==> src/common/lbc_pkg.sv <==
/*
  constants, field layouts and types shared by the led boost controller.
  assumes a 100 MHz pclk; all durations are derived from CLK_PERIOD_NS.
*/
// Notes on behaviour
// - close boost switch when feedback below reference
// - open boost switch at peak current limit
// - open boost switch after maximum on time
// - keep open min off time, then await feedback
// - softstart: quarter, half, then full threshold
// - enable after control high long enough, softstart
// - long control low: shutdown, LED switch open
// - enabled: LED switch follows control input directly
// - ignore feedback briefly after LED switch closes
// - optional early shutdown after shorter low phase
// - overvoltage holds boost switch open
// - undervoltage: both switches open, device off
// - overtemperature: both switches open
package lbc_pkg;

  localparam int CLK_PERIOD_NS = 10;

  localparam int MAX_ON_NS     = 6000;
  localparam int MIN_OFF_NS    = 400;
  localparam int BLANK_NS      = 400;
  localparam int EN_HIGH_NS    = 50000;
  localparam int OFF_LOW_NS    = 32000000;
  localparam int EARLY_LOW_NS  = 10000000;

  // longest time rounds down, least times round up
  localparam int MAX_ON_CYC    = MAX_ON_NS / CLK_PERIOD_NS;
  localparam int MIN_OFF_CYC   = (MIN_OFF_NS + CLK_PERIOD_NS - 1) /
                                 CLK_PERIOD_NS;
  localparam int BLANK_CYC     = (BLANK_NS + CLK_PERIOD_NS - 1) /
                                 CLK_PERIOD_NS;
  localparam int EN_HIGH_CYC   = (EN_HIGH_NS + CLK_PERIOD_NS - 1) /
                                 CLK_PERIOD_NS;
  localparam int OFF_LOW_CYC   = (OFF_LOW_NS + CLK_PERIOD_NS - 1) /
                                 CLK_PERIOD_NS;
  localparam int EARLY_LOW_CYC = (EARLY_LOW_NS + CLK_PERIOD_NS - 1) /
                                 CLK_PERIOD_NS;

  localparam int SS_STEP_CYCLES = 256;
  localparam int SS_DONE_CYCLES = 512;

  localparam int ON_W  = 10;
  localparam int OFF_W = 6;
  localparam int SS_W  = 10;
  localparam int DUR_W = 22;

  localparam logic [1:0] THR_QUARTER = 2'h0;
  localparam logic [1:0] THR_HALF    = 2'h1;
  localparam logic [1:0] THR_FULL    = 2'h2;

  localparam logic [11:0] CTRL_OFS   = 12'h000;
  localparam logic [11:0] STATUS_OFS = 12'h004;
  localparam logic [11:0] SSCNT_OFS  = 12'h008;

  localparam int CTRL_EARLY_BIT   = 0;
  localparam int CTRL_INHIBIT_BIT = 1;
  localparam logic [1:0] CTRL_RST = 2'h0;

  localparam int ST_ENABLED_BIT = 0;
  localparam int ST_BOOST_BIT   = 1;
  localparam int ST_LED_BIT     = 2;
  localparam int ST_THR_LSB     = 3;
  localparam int ST_STATE_LSB   = 5;
  localparam int ST_FLAGS_LSB   = 8;

  typedef enum logic [1:0] {
    BST_IDLE,
    BST_ON,
    BST_MINOFF
  } lbc_state_type;

endpackage

==> src/lbc_sync.sv <==
/*
  two flip-flop synchroniser for a vector of slow asynchronous flags.
  assumes each bit is independent; no word coherence is given.
*/
`timescale 1ns/100ps
module lbc_sync #(
  parameter int W = 6
) (
  input  wire logic         pclk,
  input  wire logic         presetn,
  input  wire logic [W-1:0] d,
  output logic      [W-1:0] q
);

  typedef struct packed {
    logic [W-1:0] meta;
    logic [W-1:0] q;
  } lbc_sync_type;

  lbc_sync_type sync_reg;
  lbc_sync_type sync_next;

  always_comb begin
    sync_next.meta = d;
    sync_next.q    = sync_reg.meta;
  end

  always_ff @(posedge pclk or negedge presetn) begin
    if (!presetn) begin
      sync_reg <= '0;
    end else begin
      sync_reg <= sync_next;
    end
  end

  assign q = sync_reg.q;

endmodule

==> src/lbc_ctrl_decode.sv <==
/*
  decodes the single control input into an enable level by measuring
  minimum high and low durations. assumes ctrl is already synchronised.
*/
`timescale 1ns/100ps
module lbc_ctrl_decode
  import lbc_pkg::*;
#(
  parameter int EN_CYC    = EN_HIGH_CYC,
  parameter int OFF_CYC   = OFF_LOW_CYC,
  parameter int EARLY_CYC = EARLY_LOW_CYC
) (
  input  wire logic pclk,
  input  wire logic presetn,
  input  wire logic ctrl_s,
  input  wire logic early_off,
  input  wire logic lockout,
  output logic      enabled
);

  typedef struct packed {
    logic [DUR_W-1:0] hi_cnt;
    logic [DUR_W-1:0] lo_cnt;
    logic             enabled;
  } lbc_dec_type;

  lbc_dec_type dec_reg;
  lbc_dec_type dec_next;
  logic [DUR_W-1:0] lo_limit;

  always_comb begin
    dec_next = dec_reg;
    lo_limit = early_off ? DUR_W'(EARLY_CYC - 1) : DUR_W'(OFF_CYC - 1);
    if (lockout) begin
      dec_next = '0;
    end else if (ctrl_s) begin
      dec_next.lo_cnt = '0;
      if (!dec_reg.enabled) begin
        if (dec_reg.hi_cnt == DUR_W'(EN_CYC - 1)) begin
          dec_next.enabled = 1'b1;
        end else begin
          dec_next.hi_cnt = dec_reg.hi_cnt + 1'b1;
        end
      end
    end else begin
      dec_next.hi_cnt = '0;
      if (dec_reg.enabled) begin
        if (dec_reg.lo_cnt >= lo_limit) begin
          dec_next.enabled = 1'b0;
          dec_next.lo_cnt  = '0;
        end else begin
          dec_next.lo_cnt = dec_reg.lo_cnt + 1'b1;
        end
      end
    end
  end

  always_ff @(posedge pclk or negedge presetn) begin
    if (!presetn) begin
      dec_reg <= '0;
    end else begin
      dec_reg <= dec_next;
    end
  end

  assign enabled = dec_reg.enabled;

endmodule

==> src/lbc_top.sv <==
/*
  pfm peak-current boost control with softstart, control input decode,
  led return switch drive and an apb register slave.
  assumes comparator flags arrive asynchronously and are resynchronised.
*/
// The APB register port and the address map were left to the implementer.
`timescale 1ns/100ps
module lbc_top
  import lbc_pkg::*;
#(
  parameter int EN_CYC    = EN_HIGH_CYC,
  parameter int OFF_CYC   = OFF_LOW_CYC,
  parameter int EARLY_CYC = EARLY_LOW_CYC
) (
  input  wire logic        pclk,
  input  wire logic        presetn,
  input  wire logic        psel,
  input  wire logic        penable,
  input  wire logic        pwrite,
  input  wire logic [11:0] paddr,
  input  wire logic [31:0] pwdata,
  output logic             pready,
  output logic      [31:0] prdata,
  output logic             pslverr,
  input  wire logic        control_input,
  input  wire logic        sense_feedback_input,
  input  wire logic        current_at_limit,
  input  wire logic        output_overvolt_guard,
  input  wire logic        input_undervolt,
  input  wire logic        over_temperature,
  output logic             boost_power_switch,
  output logic             led_return_switch,
  output logic      [1:0]  peak_current_threshold
);

  typedef struct packed {
    lbc_state_type     state;
    logic [ON_W-1:0]   on_cnt;
    logic [OFF_W-1:0]  off_cnt;
    logic [OFF_W-1:0]  blank_cnt;
    logic [SS_W-1:0]   ss_cnt;
    logic              boost;
    logic              led;
    logic [1:0]        thr;
    logic [1:0]        ctrl;
    logic              pready;
    logic              pslverr;
    logic [31:0]       prdata;
  } lbc_core_type;

  lbc_core_type core_reg;
  lbc_core_type core_next;

  logic [5:0] flags_s;
  logic       ctrl_s;
  logic       fb_s;
  logic       peak_current_threshold_s;
  logic       ovp_s;
  logic       uvlo_s;
  logic       otp_s;
  logic       enabled;
  logic       allowed;
  logic       fb_ok;
  logic       setup;
  logic       access;

  lbc_sync #(
    .W (6)
  ) u_sync (
    .pclk    (pclk),
    .presetn (presetn),
    .d       ({over_temperature, input_undervolt, output_overvolt_guard,
               current_at_limit, sense_feedback_input, control_input}),
    .q       (flags_s)
  );

  assign ctrl_s = flags_s[0];
  assign fb_s   = flags_s[1];
  assign peak_current_threshold_s = flags_s[2];
  assign ovp_s  = flags_s[3];
  assign uvlo_s = flags_s[4];
  assign otp_s  = flags_s[5];

  // undervoltage drops the enable so a fresh enable time is needed
  lbc_ctrl_decode #(
    .EN_CYC    (EN_CYC),
    .OFF_CYC   (OFF_CYC),
    .EARLY_CYC (EARLY_CYC)
  ) u_decode (
    .pclk      (pclk),
    .presetn   (presetn),
    .ctrl_s    (ctrl_s),
    .early_off (core_reg.ctrl[CTRL_EARLY_BIT]),
    .lockout   (uvlo_s),
    .enabled   (enabled)
  );

  assign setup  = psel && !penable;
  assign access = psel && penable && core_reg.pready;

  always_comb begin
    core_next = core_reg;
    allowed   = enabled && !uvlo_s && !otp_s && !ovp_s &&
                !core_reg.ctrl[CTRL_INHIBIT_BIT];

    core_next.led = enabled && ctrl_s && !uvlo_s && !otp_s;

    // settle time for the sense voltage after each led turn-on
    if (core_next.led && !core_reg.led) begin
      core_next.blank_cnt = OFF_W'(BLANK_CYC);
    end else if (core_reg.blank_cnt != '0) begin
      core_next.blank_cnt = core_reg.blank_cnt - 1'b1;
    end
    // no closing on the very edge that closes the led switch
    fb_ok = fb_s && (core_reg.blank_cnt == '0) &&
            !(core_next.led && !core_reg.led);

    case (core_reg.state)
      BST_IDLE: begin
        core_next.boost = 1'b0;
        if (allowed && fb_ok) begin
          core_next.state  = BST_ON;
          core_next.boost  = 1'b1;
          core_next.on_cnt = '0;
          if (core_reg.ss_cnt != SS_W'(SS_DONE_CYCLES)) begin
            core_next.ss_cnt = core_reg.ss_cnt + 1'b1;
          end
        end
      end
      BST_ON: begin
        core_next.on_cnt = core_reg.on_cnt + 1'b1;
        if (!allowed || peak_current_threshold_s ||
            core_reg.on_cnt == ON_W'(MAX_ON_CYC - 1)) begin
          core_next.state   = BST_MINOFF;
          core_next.boost   = 1'b0;
          core_next.off_cnt = '0;
        end
      end
      BST_MINOFF: begin
        core_next.boost   = 1'b0;
        core_next.off_cnt = core_reg.off_cnt + 1'b1;
        if (core_reg.off_cnt == OFF_W'(MIN_OFF_CYC - 1)) begin
          core_next.state = BST_IDLE;
        end
      end
      default: begin
        core_next.state = BST_IDLE;
        core_next.boost = 1'b0;
      end
    endcase

    if (!enabled) begin
      core_next.ss_cnt = '0;
    end

    if (core_next.ss_cnt < SS_W'(SS_STEP_CYCLES)) begin
      core_next.thr = THR_QUARTER;
    end else if (core_next.ss_cnt < SS_W'(SS_DONE_CYCLES)) begin
      core_next.thr = THR_HALF;
    end else begin
      core_next.thr = THR_FULL;
    end

    // zero-wait slave: answer prepared in the setup cycle
    core_next.pready  = setup;
    core_next.pslverr = 1'b0;
    core_next.prdata  = '0;
    if (setup) begin
      case (paddr)
        CTRL_OFS: begin
          core_next.prdata[1:0] = core_reg.ctrl;
        end
        STATUS_OFS: begin
          core_next.prdata[ST_ENABLED_BIT] = enabled;
          core_next.prdata[ST_BOOST_BIT]   = core_reg.boost;
          core_next.prdata[ST_LED_BIT]     = core_reg.led;
          core_next.prdata[ST_THR_LSB+:2]  = core_reg.thr;
          core_next.prdata[ST_STATE_LSB+:2] = core_reg.state;
          core_next.prdata[ST_FLAGS_LSB+:5] =
            {otp_s, uvlo_s, ovp_s, peak_current_threshold_s, fb_s};
        end
        SSCNT_OFS: begin
          core_next.prdata[SS_W-1:0] = core_reg.ss_cnt;
        end
        default: begin
          core_next.pslverr = 1'b1;
        end
      endcase
    end
    if (access && pwrite && paddr == CTRL_OFS) begin
      core_next.ctrl = pwdata[1:0];
    end
  end

  always_ff @(posedge pclk or negedge presetn) begin
    if (!presetn) begin
      core_reg      <= '0;
      core_reg.ctrl <= CTRL_RST;
    end else begin
      core_reg <= core_next;
    end
  end

  assign pready                 = core_reg.pready;
  assign prdata                 = core_reg.prdata;
  assign pslverr                = core_reg.pslverr;
  assign boost_power_switch     = core_reg.boost;
  assign led_return_switch      = core_reg.led;
  assign peak_current_threshold = core_reg.thr;

  localparam int A_MAX_ON = 600;
endmodule

==> config.mk <==
export PLATFORM = sky130hd
export DESIGN_NAME = lbc_top
export DESIGN_NICKNAME = d
export VERILOG_FILES = /design/src/common/lbc_pkg.sv /design/src/lbc_sync.sv /design/src/lbc_ctrl_decode.sv /design/src/lbc_top.sv
export SDC_FILE = /design/constraint.sdc
export NUM_CORES = 1
export LEC_CHECK = 0
export BUFFER_PORTS_ARGS = -buffer_cell sky130_fd_sc_hd__buf_2
export CAP_MARGIN = 5
export CELL_PAD_IN_SITES_DETAIL_PLACEMENT = 1
export CELL_PAD_IN_SITES_GLOBAL_PLACEMENT = 1
export CORE_MARGIN = 2
export CORE_UTILIZATION = 25
export DETAILED_ROUTE_END_ITERATION = 8
export HOLD_SLACK_MARGIN = 0.12
export PLACE_DENSITY = 0.63
export SKIP_LAST_GASP = 1
export SYNTH_ARGS = -nofsm -noshare
export SYNTH_HDL_FRONTEND = slang
export SYNTH_SLANG_ARGS = --single-unit
==> constraint.sdc <==
create_clock -name pclk -period 2.3 [get_ports pclk]
set_input_delay 0.23 -clock pclk [delete_from_list [all_inputs] [get_ports pclk]]
set_output_delay 0.23 -clock pclk [all_outputs]
set_load 0.1 [all_outputs]
# Word-level counts from Yosys, hierarchy flattened

Cells that the tools add are included.

Output and inout port bits: 38
Register bits after elaboration: 112
Word-level logic and storage cells: 113

$add $sub $neg: 6
Reductions and logical operators: 39
Order comparisons: 3
Eq/ne operators: 13
Mux-type cells: 35

Operator list:

| operator              | number |
|---|---|
| $mux 45               | 2 |
| $mux 22               | 4 |
| $add 22x1->22 const B | 2 |
| $mux 10               | 3 |
| $mux 23               | 1 |
| $eq 22x13->1 const B  | 1 |
| $ge 22x22->1          | 1 |
| $add 10x1->10 const B | 2 |
| $pmux 10 s2           | 1 |
| $mux 6                | 3 |
| $logic_and 1x1->1     | 16 |
| $mux 13               | 1 |
| $eq 12x3->1 const B   | 1 |
| $eq 12x4->1 const B   | 1 |
| $logic_not 12->1      | 1 |
| $mux 12               | 1 |
| $pmux 2 s3            | 2 |
| $pmux 6 s2            | 1 |
| $mux 11               | 1 |
| $eq 10x10->1 const B  | 1 |
| $lt 10x10->1 const B  | 1 |
| $lt 10x9->1 const B   | 1 |
| $ne 10x10->1 const B  | 1 |
| $pmux 5 s2            | 1 |
| other kinds (22)      | 46 |

# Depth between registers and ports, before layout

Word-level depth: 13
Gate-level depth with buffers: 9
Gate-level depth less buffers: 7

# Modules after synthesis

From an unflattened synthesis, not the netlist that was laid out.

Cell total of the unflattened synthesis: 615
Area total of the unflattened synthesis: 6023.3 µm²

Modules (own cells, without submodules):

| module          | seq. area each (µm²) | times used | cells each | area an instance (µm²) |
|---|---|---|---|---|
| lbc_top         | 1351.3               | 1          | 288        | 2907.8 |
| lbc_ctrl_decode | 1126.1               | 1          | 315        | 2815.2 |
| lbc_sync        | 300.3                | 1          | 12         | 300.3 |

# Least setup slack after synthesis

OpenSTA, ideal clock, no wires.

Path type: reg-to-reg
From: register core_reg[34] (netlist name)
To: register u_decode.dec_reg[11] (netlist name)
Library setup time: 0.082 ns
Stages on the path, launching flop included: 10
Arrival: 2.338 ns
Period minus slack after synthesis: 2.420 ns
Path buffers: 2
Path slack: -0.120 ns
Cell sequence: dfrtp_1 inv_1 ha_1 a21oi_1 o211ai_1 a2111oi_0 clkbuf_1 buf_2 nand3_1 a31oi_1

Cells in the longest elaborated chain, start to end: 6

RTL lines:

| item                   | line                  | source |
|---|---|---|
| start, declared        | lbc_top.sv:51         | `lbc_core_type core_reg;` |
| start signal, assigned | lbc_top.sv:200        | `core_reg <= core_next;` |
| $mux 22                | lbc_ctrl_decode.sv:33 | `lo_limit = early_off ? DUR_W'(EARLY_CYC - 1) : DUR_W'(OFF_CYC - 1);` |
| $ge 22x22->1           | lbc_ctrl_decode.sv:48 | `if (dec_reg.lo_cnt >= lo_limit) begin` |
| $mux 22                | lbc_ctrl_decode.sv:48 |  |
| $mux 23                | lbc_ctrl_decode.sv:47 | `if (dec_reg.enabled) begin` |
| $mux 45                | lbc_ctrl_decode.sv:36 | `end else if (ctrl_s) begin` |
| $mux 45                | lbc_ctrl_decode.sv:34 | `if (lockout) begin` |
| end signal, assigned   | lbc_ctrl_decode.sv:62 | `dec_reg <= dec_next;` |
| end, declared          | lbc_ctrl_decode.sv:27 | `lbc_dec_type dec_reg;` |

No other way between the ends. The select of a mux whose other input is x is not followed.
A chain may end at the register's enable or synchronous reset.

# Worst setup path in the final report

From: register core_reg[34] (netlist name)
To: register u_decode.dec_reg[2] (netlist name)

Same word-level chain as after synthesis.

==> flow_metrics.env <==
export IMPL_rsz0062_at_grt="yes"
export IMPL_outcome="completed"
export IMPL_intPower_mw=2.78
export IMPL_async_reset_ff_share_pct=100
export IMPL_r2r_slack_ps=9
export IMPL_drt_pass1_iterations=4
export IMPL_hpwlAfterDp_um=11600
export IMPL_rows=57
export IMPL_crit_type="flip-flop to flip-flop"
export IMPL_worstRegToRegCells=10
export IMPL_area_delta_synth_final_pct=21.6
export IMPL_r2r_start="core_reg[34]"
export IMPL_gp_congestion=0.782
export IMPL_start_util_pct=25.2
export IMPL_ys_warnings_count=0
export IMPL_slew_headroom_pct=56.6
export IMPL_power_total_mw=3.81
export IMPL_viasPerCell=4.95
export IMPL_cap_violations=0
export IMPL_yosysMostFrequentCell="dfrtp_1"
export IMPL_ir_worst_vdd_mv=0.303
export IMPL_p_leak_nw=3.16
export IMPL_dieArea_um2=25600
export IMPL_seq_power_share_pct=52.3
export IMPL_ios=93
export IMPL_maxSlewViolCount=0
export IMPL_fillers=2842
export IMPL_start_kind="flip-flop"
export IMPL_cts_sinks=112
export IMPL_io_buffers=43
export IMPL_min_period_over_period_pct=99.6
export IMPL_fmax_ghz=0.436
export IMPL_grt_max_degree=46
export IMPL_setup_violations=0
export IMPL_antenna_found_initial=0
export IMPL_final_nets=788
export IMPL_ys_seq_elements=112
export IMPL_cp_end_kind="flip-flop"
export IMPL_clk_latency_ps=360
export IMPL_critPathMaxFanout=5
export IMPL_endpoint="u_decode.dec_reg[2]"
export IMPL_drive_gt1_share_pct=19.2
export IMPL_switching_share_pct=27.2
export IMPL_fin_tns_setup_ps=0
export IMPL_gr_usage_all_layers_pct=13.4
export IMPL_synth_edff_count=0
export IMPL_syn_avg_cell_area_um2=9.39
export IMPL_ant_nets=0
export IMPL_first_iter_violations=258
export IMPL_hold_class="input pin to flip-flop"
export IMPL_drc=0
export IMPL_ys_top_cells_by_area="dfrtp_1 (46%), buf_4 (4.3%), ha_1 (3.9%)"
export IMPL_ys_top_cells_by_count="dfrtp_1 (112), nor2_1 (52), nand2_1 (45), nand3_1 (45), buf_4 (35)"
export IMPL_routedWlPerCell_um=16.4
export IMPL_vias=5159
export IMPL_p_per_area_nw_per_um2=516
export IMPL_period_needed_ps=2290
export IMPL_clk_pin_slew_ps=80
export IMPL_die_height_um=160
export IMPL_routed_wl_um=17100
export IMPL_grt_pass1_wl_um=27800
export IMPL_seq_area_frac_synth_pct=46.1
export IMPL_synth_area_leader_cell="dfrtp_1"
export IMPL_syn_area_um2=6070
export IMPL_numCtsBuffers=9
export IMPL_largest_reg_flops=44
export IMPL_synth_top_area_share_pct=46.1
export IMPL_clock_root_buffer="clkbuf_16"
export IMPL_arrival_ps=2590
export IMPL_timing_clock_skew_ps=9.39
export IMPL_combPwrFrac_pct=7.2
export IMPL_startpoint="core_reg[34]"
export IMPL_core_um2=24100
export IMPL_synth_ff_type="dfrtp_1"
export IMPL_cts_tree="built"
export IMPL_grt_pass1_vias=5248
export IMPL_grt_ovfl_total=0
export IMPL_worst_pin_slew_ps=646
export IMPL_n_antenna_cell=0
export IMPL_required_ps=2600
export IMPL_synthCells=647
export IMPL_die_width_um=160
export IMPL_p_clk_share_pct=40.5
export IMPL_holdWs_ps=144
export IMPL_htree_levels=3
export IMPL_finalHoldViolCount=0
export IMPL_r2r_end="u_decode.dec_reg[2]"
export IMPL_clockBufferDepth=2
export IMPL_p_sw_mw=1.04
export IMPL_ys_types=56
-- layout by cell type (no fill, tap or decap), types with 11 or more instances in the layout --
| master | instances |
|---|---|
| nand4_1 | 28 |
| and3_1 | 16 |
| buf_4 | 39 |
| nand2_1 | 45 |
| nand3_1 | 45 |
| clkbuf_16 | 12 |
| conb_1 | 19 |
| o21ai_0 | 19 |
| or3_1 | 12 |
| inv_1 | 24 |
| buf_2 | 42 |
| a31oi_1 | 23 |
| nor2_1 | 51 |
| ha_1 | 15 |
| xnor2_1 | 12 |
| a21oi_1 | 28 |
| nor4_1 | 11 |
| dfrtp_1 | 110 |
-- what timing repair did --
action / 4_1_cts / 5_1_grt
buffers inserted: 5 / 2
gates cloned: 2 / 3
pin swaps: 2 / 14
hold endpoints to repair: 39 / 0
hold buffers: 8 / 0
endpoints found under the setup margin: 10 / 33
gates resized for setup: 0 / 24
-- layer usage --
metal | GRT usage, % | wire [um] | vias to the layer above
li1 | - | - | 2448
met1 | 18.2 | 8270 | 2613
met2 | 22.1 | 8160 | 82
met3 | 1.92 | 459 | 16
met4 | 4.46 | 248 | 0
met5 | 0 | 0 | -
-- layout make-up --
type	count	area, um^2	area share (%)
clock buffer	9	225	3.05
clock inverter	7	56.3	0.762
inverter	26	97.6	1.32
multi-input combinational	466	3020	40.9
sequential	112	2810	38.0
tap	324	405	5.49
timing repair buffer	99	779	10.6
-- per-stage QoR --
step | instances | worst slack, ps | util, % | instance area [um^2]
6_report | 1043 | 8.66 | 30.6 | 7390
3_5_place_dp | 1008 | -45.1 | 28.0 | 6740
3_3_place_gp | 1008 | 52.4 | 28.0 | 6740
4_1_cts | 1039 | 1.26 | 29.8 | 7180
2_1_floorplan | 665 | 40.7 | - | 6150
5_1_grt | 1043 | -86.3 | 30.6 | 7390
-- power by group through the flow --
stage,combinational (mW),sequential (mW),clock (mW)
after CTS,0.278,1.99,1.61
after global placement,0.266,2.03,0
final,0.273,1.99,1.55
after detailed placement,0.267,2.03,0
after global routing,0.291,2.00,1.68
after floorplan,0.187,2.04,0
-- critical path: stages (launching register included) --
cell       delay [ps]
dfrtp_1           420
inv_2             120
ha_4              220
a21oi_1           170
o211ai_1          120
buf_4             170
a2111oi_4         350
buf_6             210
clkbuf_16         160
and2_4            150
a22o_1            130
-- logic make-up (layout without fill, tap and decap cells) --
kind of cell	after synthesis	after routing	synth area share, %
fa+ha+maj	19	19	3.91
buf+inv	87	141	7.64
compound gates	120	120	13.0
other cells	1	19	0.0617
mux	9	9	1.52
xor+xnor	20	20	2.88
simple gates	279	279	24.9
flops	112	112	46.1
-- worst min-delay path by stage --
| stage | end | startpoint | cells after the start | slack, ps |
|---|---|---|---|---|
| after floorplan | boost_power_switch | presetn | 0 | -70 |
| after global placement | u_decode.dec_reg[10] | presetn | 1 | 230 |
| after detailed placement | u_decode.dec_reg[10] | presetn | 1 | 230 |
| after CTS | core_reg[35] | pwdata[1] | 3 | 120 |
| after global routing | core_reg[35] | pwdata[1] | 3 | 140 |
| final | core_reg[35] | pwdata[1] | 3 | 140 |
(Power assumes the default switching activity.)
